==> src/cdr_pkg.sv <==
// cdr_pkg: field layout, timing constants, states and the decoded
// configuration carrier shared by the configuration decode and reset sequencer.
// assumes a 25 MHz core clock; all timing counts but the oscillator start-up one derive from it here.
package cdr_pkg;

  // core clock rate, used to turn times into cycle counts
  localparam int CLK_MHZ = 25;

  // oscillator configuration byte: field positions
  localparam int OSC_CKSM_HI = 7; // clock switch mode, upper bit
  localparam int OSC_CKSM_LO = 6; // clock switch mode, lower bit
  localparam int OSC_PPS_ONCE = 5; // pin-select lock once
  localparam int OSC_OSCILLATOR_OUT_PIN_FN = 2; // oscillator out pin function
  localparam int OSC_PMODE_HI = 1; // primary oscillator mode, upper bit
  localparam int OSC_PMODE_LO = 0; // primary oscillator mode, lower bit

  // watchdog configuration byte: field positions
  localparam int WDT_FUSE_EN = 7; // watchdog fuse enable
  localparam int WDT_WIN_DIS = 6; // window disable
  localparam int WDT_PRE_SEL = 4; // prescale select
  localparam int WDT_POST_HI = 3; // postscale field, upper bit
  localparam int WDT_POST_LO = 0; // postscale field, lower bit

  // power-on configuration byte: field positions
  localparam int POR_I2C_ALT = 5; // i2c pin select
  localparam int POR_POWERUP_TIMER_HI = 2; // power-up timer select, upper bit
  localparam int POR_POWERUP_TIMER_LO = 0; // power-up timer select, lower bit

  // debug configuration byte: field positions
  localparam int DBG_CH_HI = 1; // debug channel, upper bit
  localparam int DBG_CH_LO = 0; // debug channel, lower bit

  // primary oscillator mode codes
  localparam logic [1:0] PMODE_OFF = 2'h3; // primary oscillator disabled
  localparam logic [1:0] PMODE_HS = 2'h2; // crystal, high speed
  localparam logic [1:0] PMODE_XT = 2'h1; // crystal, medium
  localparam logic [1:0] PMODE_EC = 2'h0; // external clock input

  // initial oscillator select codes that matter to the sequencer
  localparam logic [2:0] IOSC_FRC_PLL = 3'h1; // internal rc with pll
  localparam logic [2:0] IOSC_PRI = 3'h2; // primary oscillator
  localparam logic [2:0] IOSC_PRI_PLL = 3'h3; // primary oscillator with pll

  // watchdog prescale ratios
  localparam logic [7:0] WDT_PRE_128 = 8'h80;
  localparam logic [7:0] WDT_PRE_32 = 8'h20;

  // regulator start-up time, then its cycle count (least time, rounded up)
  localparam int REG_STARTUP_NS = 20000;
  localparam int REG_STARTUP_CYC = (REG_STARTUP_NS * CLK_MHZ + 999) / 1000;

  // power-up timer base step (code 001), default for the module parameter
  localparam int POWERUP_TIMER_BASE_MS = 2;
  localparam int POWERUP_TIMER_BASE_CYC = POWERUP_TIMER_BASE_MS * CLK_MHZ * 1000;

  // fixed delay used with a crystal when the power-up timer is off
  localparam int FAIL_SAFE_DELAY_US = 100;
  localparam int FAIL_SAFE_CYC = FAIL_SAFE_DELAY_US * CLK_MHZ;

  // oscillator start-up timer default length in core cycles
  localparam int OSC_STARTUP_CYC = 1024;

  // reset sequencer states, gray coded along the path
  typedef enum logic [1:0] {
    CDR_REG_WAIT = 2'b00, // regulator start-up
    CDR_OSC_WAIT = 2'b01, // oscillator start-up and power-up timer
    CDR_PLL_WAIT = 2'b11, // waiting for pll lock
    CDR_RUN = 2'b10 // internal reset released
  } cdr_state_t;

  // decoded configuration carried to the rest of the chip
  typedef struct packed {
    logic clk_switch_en; // clock switching allowed
    logic fail_safe_en; // fail-safe clock monitor on
    logic pin_select_lock_once; // only one pin-select reconfiguration
    logic oscillator_out_pin_clock_out; // oscillator out pin drives clock
    logic oscillator_out_pin_gpio; // oscillator out pin is digital i/o
    logic posc_disabled; // primary oscillator off
    logic posc_hs; // crystal high speed mode
    logic posc_xt; // crystal medium mode
    logic posc_ec; // external clock mode
    logic wdt_window_en; // windowed watchdog
    logic [7:0] wdt_prescale_div; // prescaler ratio
    logic [15:0] wdt_postscale_div; // postscaler ratio
    logic i2c_primary; // i2c on primary pins
    logic i2c_alternate; // i2c on alternate pins
    logic [2:0] debug_pair; // one-hot pair 1..3, zero for none
  } cdr_cfg_t;

endpackage

==> src/cdr_config_decode_reset_seq.sv <==
// cdr_config_decode_reset_seq: decodes the four configuration bytes and
// sequences release of the internal reset after power-on, resume or brown-out.
// assumes configuration bytes are stable while read; analog inputs are
// already synchronous to core_clk; rst_n acts as the power-on reset.
//
// What this block does
// - clock switch mode gates switching and monitor
// - lock-once bit allows single pin reconfiguration
// - oscillator pin clock out or gpio, non-crystal
// - primary oscillator mode decodes four modes
// - fuse enable keeps watchdog on permanently
// - without fuse, software bit controls watchdog
// - window disable bit selects non-window mode
// - prescale bit selects 1:128 or 1:32
// - postscale ratio is two to field
// - i2c routed to primary or alternate pins
// - power-up delay doubles per code, 000 off
// - debug channel code picks pin pair
// - regulator start-up blocks execution after power-up
// - brown-out produces whole-device reset pulse
// - brown-out picks clock from configuration fields
// - oscillator start-up timer holds system clock
// - pll use holds clock until lock
// - power-up delay parallel; crystal fallback fixed delay
// - brown-out sets status flag for software
// - brown-out detection active in sleep, idle
`timescale 1ns/1ps

module cdr_config_decode_reset_seq #(
  parameter int POWERUP_TIMER_STEP_CYC = cdr_pkg::POWERUP_TIMER_BASE_CYC, // 2 ms step
  parameter int OST_CYC = cdr_pkg::OSC_STARTUP_CYC // oscillator start-up
) (
  input wire logic core_clk,
  input wire logic rst_n,
  input wire logic [7:0] oscillator_config,
  input wire logic [7:0] watchdog_config,
  input wire logic [7:0] poweron_config,
  input wire logic [7:0] debug_config,
  input wire logic [2:0] initial_osc_select,
  input wire logic brownout_det,
  input wire logic power_down,
  input wire logic pll_lock,
  input wire logic soft_wr,
  input wire logic soft_wdata,
  input wire logic bor_flag_clr,
  input wire logic pps_cfg_write,
  output cdr_pkg::cdr_cfg_t cfg,
  output logic watchdog_enable,
  output logic low_power_rc_enable,
  output logic watchdog_soft_enable,
  output logic bor_flag,
  output logic bor_reset_pulse,
  output logic internal_reset_n,
  output logic exec_enable,
  output logic sys_clk_hold,
  output logic [2:0] clk_src,
  output logic pps_write_ok
);

  // sequencer state and its shared delay counter
  cdr_pkg::cdr_state_t state;
  cdr_pkg::cdr_state_t next_state;
  logic [31:0] cnt;
  logic [31:0] next_cnt;
  logic [2:0] next_clk_src;
  // reset control register bits and pin-select bookkeeping
  logic next_watchdog_soft_enable;
  logic next_bor_flag;
  logic bor_prev;
  logic next_bor_reset_pulse;
  logic pps_done;
  logic next_pps_done;
  cdr_pkg::cdr_cfg_t next_cfg;
  // derived terms
  logic [1:0] pmode;
  logic [1:0] cksm;
  logic [1:0] dbg_ch;
  logic [2:0] powerup_timer_sel;
  logic crystal;
  logic osc_used;
  logic pll_used;
  logic [31:0] pwr_cyc;
  logic [31:0] ost_need;
  logic wait_done;
  logic bor_event;
  logic fuse_en;

  // field extraction and the timing targets of the wait state
  always_comb
  begin
    pmode = oscillator_config[cdr_pkg::OSC_PMODE_HI:cdr_pkg::OSC_PMODE_LO];
    cksm = oscillator_config[cdr_pkg::OSC_CKSM_HI:cdr_pkg::OSC_CKSM_LO];
    dbg_ch = debug_config[cdr_pkg::DBG_CH_HI:cdr_pkg::DBG_CH_LO];
    powerup_timer_sel = poweron_config[cdr_pkg::POR_POWERUP_TIMER_HI:cdr_pkg::POR_POWERUP_TIMER_LO];
    fuse_en = watchdog_config[cdr_pkg::WDT_FUSE_EN];
    crystal = (pmode == cdr_pkg::PMODE_HS) || (pmode == cdr_pkg::PMODE_XT);
    // oscillator mode in use only when primary is chosen and enabled
    osc_used = ((clk_src == cdr_pkg::IOSC_PRI) || (clk_src == cdr_pkg::IOSC_PRI_PLL))
      && (pmode != cdr_pkg::PMODE_OFF);
    pll_used = (clk_src == cdr_pkg::IOSC_FRC_PLL) || (clk_src == cdr_pkg::IOSC_PRI_PLL);
    // delay doubles per code; code 000 falls back to fixed delay on crystal
    if (powerup_timer_sel == 3'h0)
    begin
      pwr_cyc = crystal ? 32'(cdr_pkg::FAIL_SAFE_CYC) : 32'h0;
    end
    else
    begin
      pwr_cyc = 32'(POWERUP_TIMER_STEP_CYC) << (powerup_timer_sel - 3'h1);
    end
    ost_need = osc_used ? 32'(OST_CYC) : 32'h0;
    // both delays run in parallel off one counter
    wait_done = (cnt >= pwr_cyc) && (cnt >= ost_need);
    bor_event = brownout_det && !bor_prev;
  end

  // sequencer next state: regulator wait, oscillator wait, pll wait, run
  always_comb
  begin
    next_state = state;
    next_cnt = (cnt == 32'hffffffff) ? cnt : cnt + 32'h1;
    next_clk_src = clk_src;
    case (state)
      cdr_pkg::CDR_REG_WAIT:
      begin
        // clock source is picked while the device is still held
        next_clk_src = initial_osc_select;
        if (cnt >= 32'(cdr_pkg::REG_STARTUP_CYC - 1))
        begin
          next_state = cdr_pkg::CDR_OSC_WAIT;
          next_cnt = 32'h0;
        end
      end
      cdr_pkg::CDR_OSC_WAIT:
      begin
        if (wait_done)
        begin
          next_state = pll_used ? cdr_pkg::CDR_PLL_WAIT : cdr_pkg::CDR_RUN;
        end
      end
      cdr_pkg::CDR_PLL_WAIT:
      begin
        if (pll_lock)
        begin
          next_state = cdr_pkg::CDR_RUN;
        end
      end
      default:
      begin
        // running: counter is idle
        next_cnt = cnt;
      end
    endcase
    // brown-out or power-down restarts the whole sequence, sleep or not
    if (brownout_det || power_down)
    begin
      next_state = cdr_pkg::CDR_REG_WAIT;
      next_cnt = 32'h0;
    end
  end

  // sequencer registers
  always_ff @(posedge core_clk)
  begin
    if (!rst_n)
    begin
      state <= cdr_pkg::CDR_REG_WAIT;
      cnt <= 32'h0;
      clk_src <= 3'h0;
    end
    else
    begin
      state <= next_state;
      cnt <= next_cnt;
      clk_src <= next_clk_src;
    end
  end

  // reset release comes straight from state; clock hold from state and counter
  always_comb
  begin
    internal_reset_n = (state == cdr_pkg::CDR_RUN);
    exec_enable = (state == cdr_pkg::CDR_RUN);
    // clock held through regulator wait, start-up timer and pll wait
    sys_clk_hold = (state == cdr_pkg::CDR_REG_WAIT)
      || ((state == cdr_pkg::CDR_OSC_WAIT) && (cnt < ost_need))
      || (state == cdr_pkg::CDR_PLL_WAIT);
  end

  // reset control bits, brown-out pulse and pin-select lock next values
  always_comb
  begin
    next_watchdog_soft_enable = watchdog_soft_enable;
    // clearing writes are ignored while the fuse forces the watchdog on
    if (soft_wr && (soft_wdata || !fuse_en))
    begin
      next_watchdog_soft_enable = soft_wdata;
    end
    if (state != cdr_pkg::CDR_RUN)
    begin
      next_watchdog_soft_enable = 1'b0;
    end
    // set beats a clear in the same cycle
    next_bor_flag = bor_event ? 1'b1 : (bor_flag_clr ? 1'b0 : bor_flag);
    next_bor_reset_pulse = bor_event;
    next_pps_done = pps_done;
    if (pps_cfg_write && pps_write_ok)
    begin
      next_pps_done = 1'b1;
    end
    if (state != cdr_pkg::CDR_RUN)
    begin
      next_pps_done = 1'b0;
    end
  end

  // reset control registers
  always_ff @(posedge core_clk)
  begin
    if (!rst_n)
    begin
      watchdog_soft_enable <= 1'b0;
      bor_flag <= 1'b0;
      bor_prev <= 1'b0;
      bor_reset_pulse <= 1'b0;
      pps_done <= 1'b0;
    end
    else
    begin
      watchdog_soft_enable <= next_watchdog_soft_enable;
      bor_flag <= next_bor_flag;
      bor_prev <= brownout_det;
      bor_reset_pulse <= next_bor_reset_pulse;
      pps_done <= next_pps_done;
    end
  end

  // watchdog gating and pin-select permission
  always_comb
  begin
    watchdog_enable = fuse_en || watchdog_soft_enable;
    low_power_rc_enable = watchdog_enable;
    // lock-once permits one write after each reset, otherwise any number
    pps_write_ok = !(cfg.pin_select_lock_once && pps_done);
  end

  // configuration decode
  always_comb
  begin
    next_cfg = '0;
    next_cfg.clk_switch_en = !cksm[1];
    next_cfg.fail_safe_en = (cksm == 2'h0);
    next_cfg.pin_select_lock_once = oscillator_config[cdr_pkg::OSC_PPS_ONCE];
    // crystal modes own the pin, so neither use applies there
    next_cfg.oscillator_out_pin_clock_out = !crystal && oscillator_config[cdr_pkg::OSC_OSCILLATOR_OUT_PIN_FN];
    next_cfg.oscillator_out_pin_gpio = !crystal && !oscillator_config[cdr_pkg::OSC_OSCILLATOR_OUT_PIN_FN];
    next_cfg.posc_disabled = (pmode == cdr_pkg::PMODE_OFF);
    next_cfg.posc_hs = (pmode == cdr_pkg::PMODE_HS);
    next_cfg.posc_xt = (pmode == cdr_pkg::PMODE_XT);
    next_cfg.posc_ec = (pmode == cdr_pkg::PMODE_EC);
    next_cfg.wdt_window_en = !watchdog_config[cdr_pkg::WDT_WIN_DIS];
    next_cfg.wdt_prescale_div = watchdog_config[cdr_pkg::WDT_PRE_SEL]
      ? cdr_pkg::WDT_PRE_128 : cdr_pkg::WDT_PRE_32;
    next_cfg.wdt_postscale_div = 16'h1
      << watchdog_config[cdr_pkg::WDT_POST_HI:cdr_pkg::WDT_POST_LO];
    next_cfg.i2c_primary = poweron_config[cdr_pkg::POR_I2C_ALT];
    next_cfg.i2c_alternate = !poweron_config[cdr_pkg::POR_I2C_ALT];
    case (dbg_ch)
      2'h3: next_cfg.debug_pair = 3'h1;
      2'h2: next_cfg.debug_pair = 3'h2;
      2'h1: next_cfg.debug_pair = 3'h4;
      default: next_cfg.debug_pair = 3'h0;
    endcase
  end

  // decoded configuration register
  always_ff @(posedge core_clk)
  begin
    if (!rst_n)
    begin
      cfg <= '0;
    end
    else
    begin
      cfg <= next_cfg;
    end
  end
endmodule // cdr_config_decode_reset_seq

==> config.mk <==
export PLATFORM = sky130hd
export DESIGN_NAME = cdr_config_decode_reset_seq
export DESIGN_NICKNAME = d
export VERILOG_FILES = /design/src/cdr_pkg.sv /design/src/cdr_config_decode_reset_seq.sv
export SDC_FILE = /design/constraint.sdc
export NUM_CORES = 1
export LEC_CHECK = 0
export ABC_AREA = 0
export BUFFER_PORTS_ARGS = -buffer_cell sky130_fd_sc_hd__buf_2
export CAP_MARGIN = 20
export CORE_ASPECT_RATIO = 0.75
export CORE_MARGIN = 5
export CORE_UTILIZATION = 30
export CTS_CLUSTER_DIAMETER = 150
export DETAILED_ROUTE_END_ITERATION = 7
export GPL_TIMING_DRIVEN = 1
export SLEW_MARGIN = 20
export SYNTH_ARGS = -nofsm -noshare
export SYNTH_HDL_FRONTEND = slang
export SYNTH_SLANG_ARGS = --single-unit
==> constraint.sdc <==
create_clock -name core_clk -period 2.75 [get_ports core_clk]
set_input_delay 0.1375 -clock core_clk [delete_from_list [all_inputs] [get_ports core_clk]]
set_output_delay 0.1375 -clock core_clk [all_outputs]
set_load 0.1 [all_outputs]
==> run_results.csv <==
group,metric,value,unit
layout,area_growth,25.4,%
synthesis,ys_top_cells_by_count,"75 x dfxtp_1, 42 x a21oi_1, 34 x ha_1, 33 x nand2_1, 25 x nor2_1",
sta,clock_skew,0.00560,ns
flow_run,max_cap_violations,0,
pwr,pwr_density_cell,545,nW/um2
clocking,clk_latency,0.34,ns
sta,setup-violations-final,0,
place,gp_congestion,0.813,
worst_setup_path,cpPeakStageDelay,0.30,ns
layout,diodes,0,
detailed_routing,vias,3714,
clocking,cts_tree,"done",
sta,hold_violations,0,
place,placedCellCount,700,
clocking,root_buffer,"clkbuf_16",
worst_setup_path,timing.critical_path.buf_inv,2,
pwr,p_leak,2.03,nW
synthesis,synth.yosys.seq_area_share,37.7,%
sta,min_period,2.50,ns
worst_setup_path,critPathKind,"input port to flop",
floorplan,num_rows,36,
worst_setup_path,cp.required,2.98,ns
floorplan,dieHeight,110,um
detailed_routing,antenna_left,0,
layout,nets,626,
floorplan,core,13000,um2
synthesis,yosys.area.top_type_share,37.7,%
sta,fin_crit_sh,90.8,%
detailed_routing,vias_per_cell,5.13,
floorplan,dieArea,15700,um2
floorplan,die_x,143,um
synthesis,synth_edf_count,0,
worst_setup_path,path_max_fanout,6,
synthesis,synth_ff_type,"dfxtp_1",
worst_setup_path,crit_path_frequent_cell,"ha_1",
synthesis,syn_area,3980,um2
pwr,vdd_ir_drop_max,0.000347,V
worst_setup_path,cpMaxStageDelayCell,"nor4bb_1",
min_path,hold_class,"input port to flop",
place,port_buffers,75,
floorplan,io_pins,95,
clocking,post_cts_buffers,0,
sta,fmax,0.401,GHz
detailed_routing,wl_per_cell,14.6,um
synthesis,synthesis.instances,460,
sta,setup_slack,0.253,ns
place,place_ws,-0.0633,ns
clocking,htreeDepth,3,
floorplan,start_util,30.7,%
sta,slew_violations,0,
synthesis,ys_ff_latch,75,
synthesis,synthTopCellsByArea,"dfxtp_1 38%, ha_1 11%, a21oi_1 5.3%",
synthesis,async_reset_ff_share,0,%
synthesis,avgSynthCellArea,8.65,um2
detailed_routing,route.final.wire_length,10.5,mm
synthesis,ys_warn_count,0,
clocking,cts_sinks,75,
clocking,cts.clk_slew.worst_paths,0.06,ns
synthesis,synth_cell_types,57,
run_status,outcome,"finished clean",
synthesis,synth_top_area_cell,"dfxtp_1",
worst_setup_path,start_kind,"input port",
grt,grt_pass1_vias,3465,
grt,grt_overflow,0,
worst_setup_path,cp_data_arrival_time,2.72,ns
grt,grt_max_degree,28,
detailed_routing,drc,0,
detailed_routing,drtIter0Drc,282,
grt,grt_first_pass_wirelength,17.0,mm
worst_setup_path,path_delay_family,"adder cells",
detailed_routing,drtPass1Iterations,4,
sta,worst_pin_slew,0.688,ns
worst_setup_path,crit_path_cell_trace,"buf_2 > inv_1 > ha_1 > xor2_1 > ha_1 > nand2_1 > ha_1 > nor4bb_1 > nand4_1 > a211o_1 > o211a_1 > o31a_1",
grt,antenna_found_initial,0,
sta,rsz0062_at_grt,"false",
grt,grt_use_total,13.4,%
worst_setup_path,end_kind,"flop",
sta,maxSlewHeadroom,54.0,%
clocking,clock_path_buffers,2,
synthesis,yosysMostFrequentCell,"dfxtp_1",
clocking,cts_made_buffers,9,
place,dp.final_hpwl,7.94,mm
layout,drive_above_1_share,21.3,%
layout,fin_cells,724,
## flip-flops by register name, indices dropped and copies added, names as in the netlist, 2 cells and up
| name | flops |
|---|---|
| cfg | 33 |
| cnt | 32 |
| clk_src | 3 |
| state | 2 |
## worst reg2reg max path: cells and delay by family (launching register included)
kind                       cells  cell delay, ns
and+or+nand+nor                4            1.51
DFF                            1            0.39
adders and majority gates      1            0.24
AOI/OAI and AO/OA              1            0.14
## power by group
part           internal [W]  switching, W
logic              0.000108      0.000305
registers           0.00111    0.00000721
clock network      0.000712      0.000480
## stage by stage
step	hold slack [ns]	total power (W)	area (um2)	utilization, %	setup TNS (ns)
2_1_floorplan	0.209	0.00145	4000	-	0
3_3_place_gp	0.294	0.00153	4610	35.5	-0.00369
3_5_place_dp	0.303	0.00154	4610	35.5	-0.0633
4_1_cts	0.0141	0.00274	4990	38.5	0
5_1_grt	0.0282	0.00281	4990	38.5	0
6_report	0.0185	0.00272	4990	38.5	0
## repair_timing
action | in CTS | in global routing
hold endpoints to repair | 8 | 0
gates resized for setup | 0 | 0
hold buffers | 8 | 0
## final timing paths
check,from,end,slack (ns),cells past startpoint
min reg2reg,bor_prev,bor_reset_pulse,0.42,1
min,oscillator_config[5],cfg[36],0.02,2
max reg2reg,cnt[1],cnt[26],0.40,6
max,poweron_config[0],state[0],0.25,12
## area by class of cell
type	instances	area [um2]
inverter	13	48.8
tap	171	214
timing repair buffer	100	608
fill	1323	7980
multi-input combinational	349	2310
clock buffer	10	229
sequential	75	1500
clock inverter	6	73.8
## cells in the final DEF, fill, tap and decap left out, types with 4 or more instances in the layout
cell,synthesis,routed
nor2_1,25,25
nor3_1,12,12
nor3b_1,4,4
nor2b_1,7,7
or4_1,17,17
dfxtp_1,75,75
o31ai_1,17,16
ha_1,34,34
and4_1,10,10
buf_2,6,75
dlygate4sd3_1,0,8
nand2_1,33,33
clkinv_4,0,4
buf_4,8,15
nand2b_1,6,6
nand4_1,12,12
conb_1,1,6
a21oi_1,42,41
or3_1,12,12
and2_1,11,11
nand3_1,18,18
and3_1,6,6
nor4_1,5,5
inv_1,13,13
clkbuf_16,0,9
o21ai_0,23,23
a21boi_0,7,7
## layer usage
layer	up-vias	track usage [%]	share of wire [%]
met2	91	19.8	43
met5	-	0	0
met1	1740	18.7	50
met4	0	5.29	1.9
li1	1868	-	-
met3	15	3.30	5.7
## logic make-up after synthesis
kind of cell | share of synthesized area, %
muxes | 0.535
adders and majority gates | 10.7
other | 0.0942
AOI/OAI and AO/OA | 16.9
buffers and inverters | 5.00
xor gates and xnor gates | 0.440
and+or+nand+nor | 28.6
DFF | 37.7
Power figures use the tool's default switching activity.
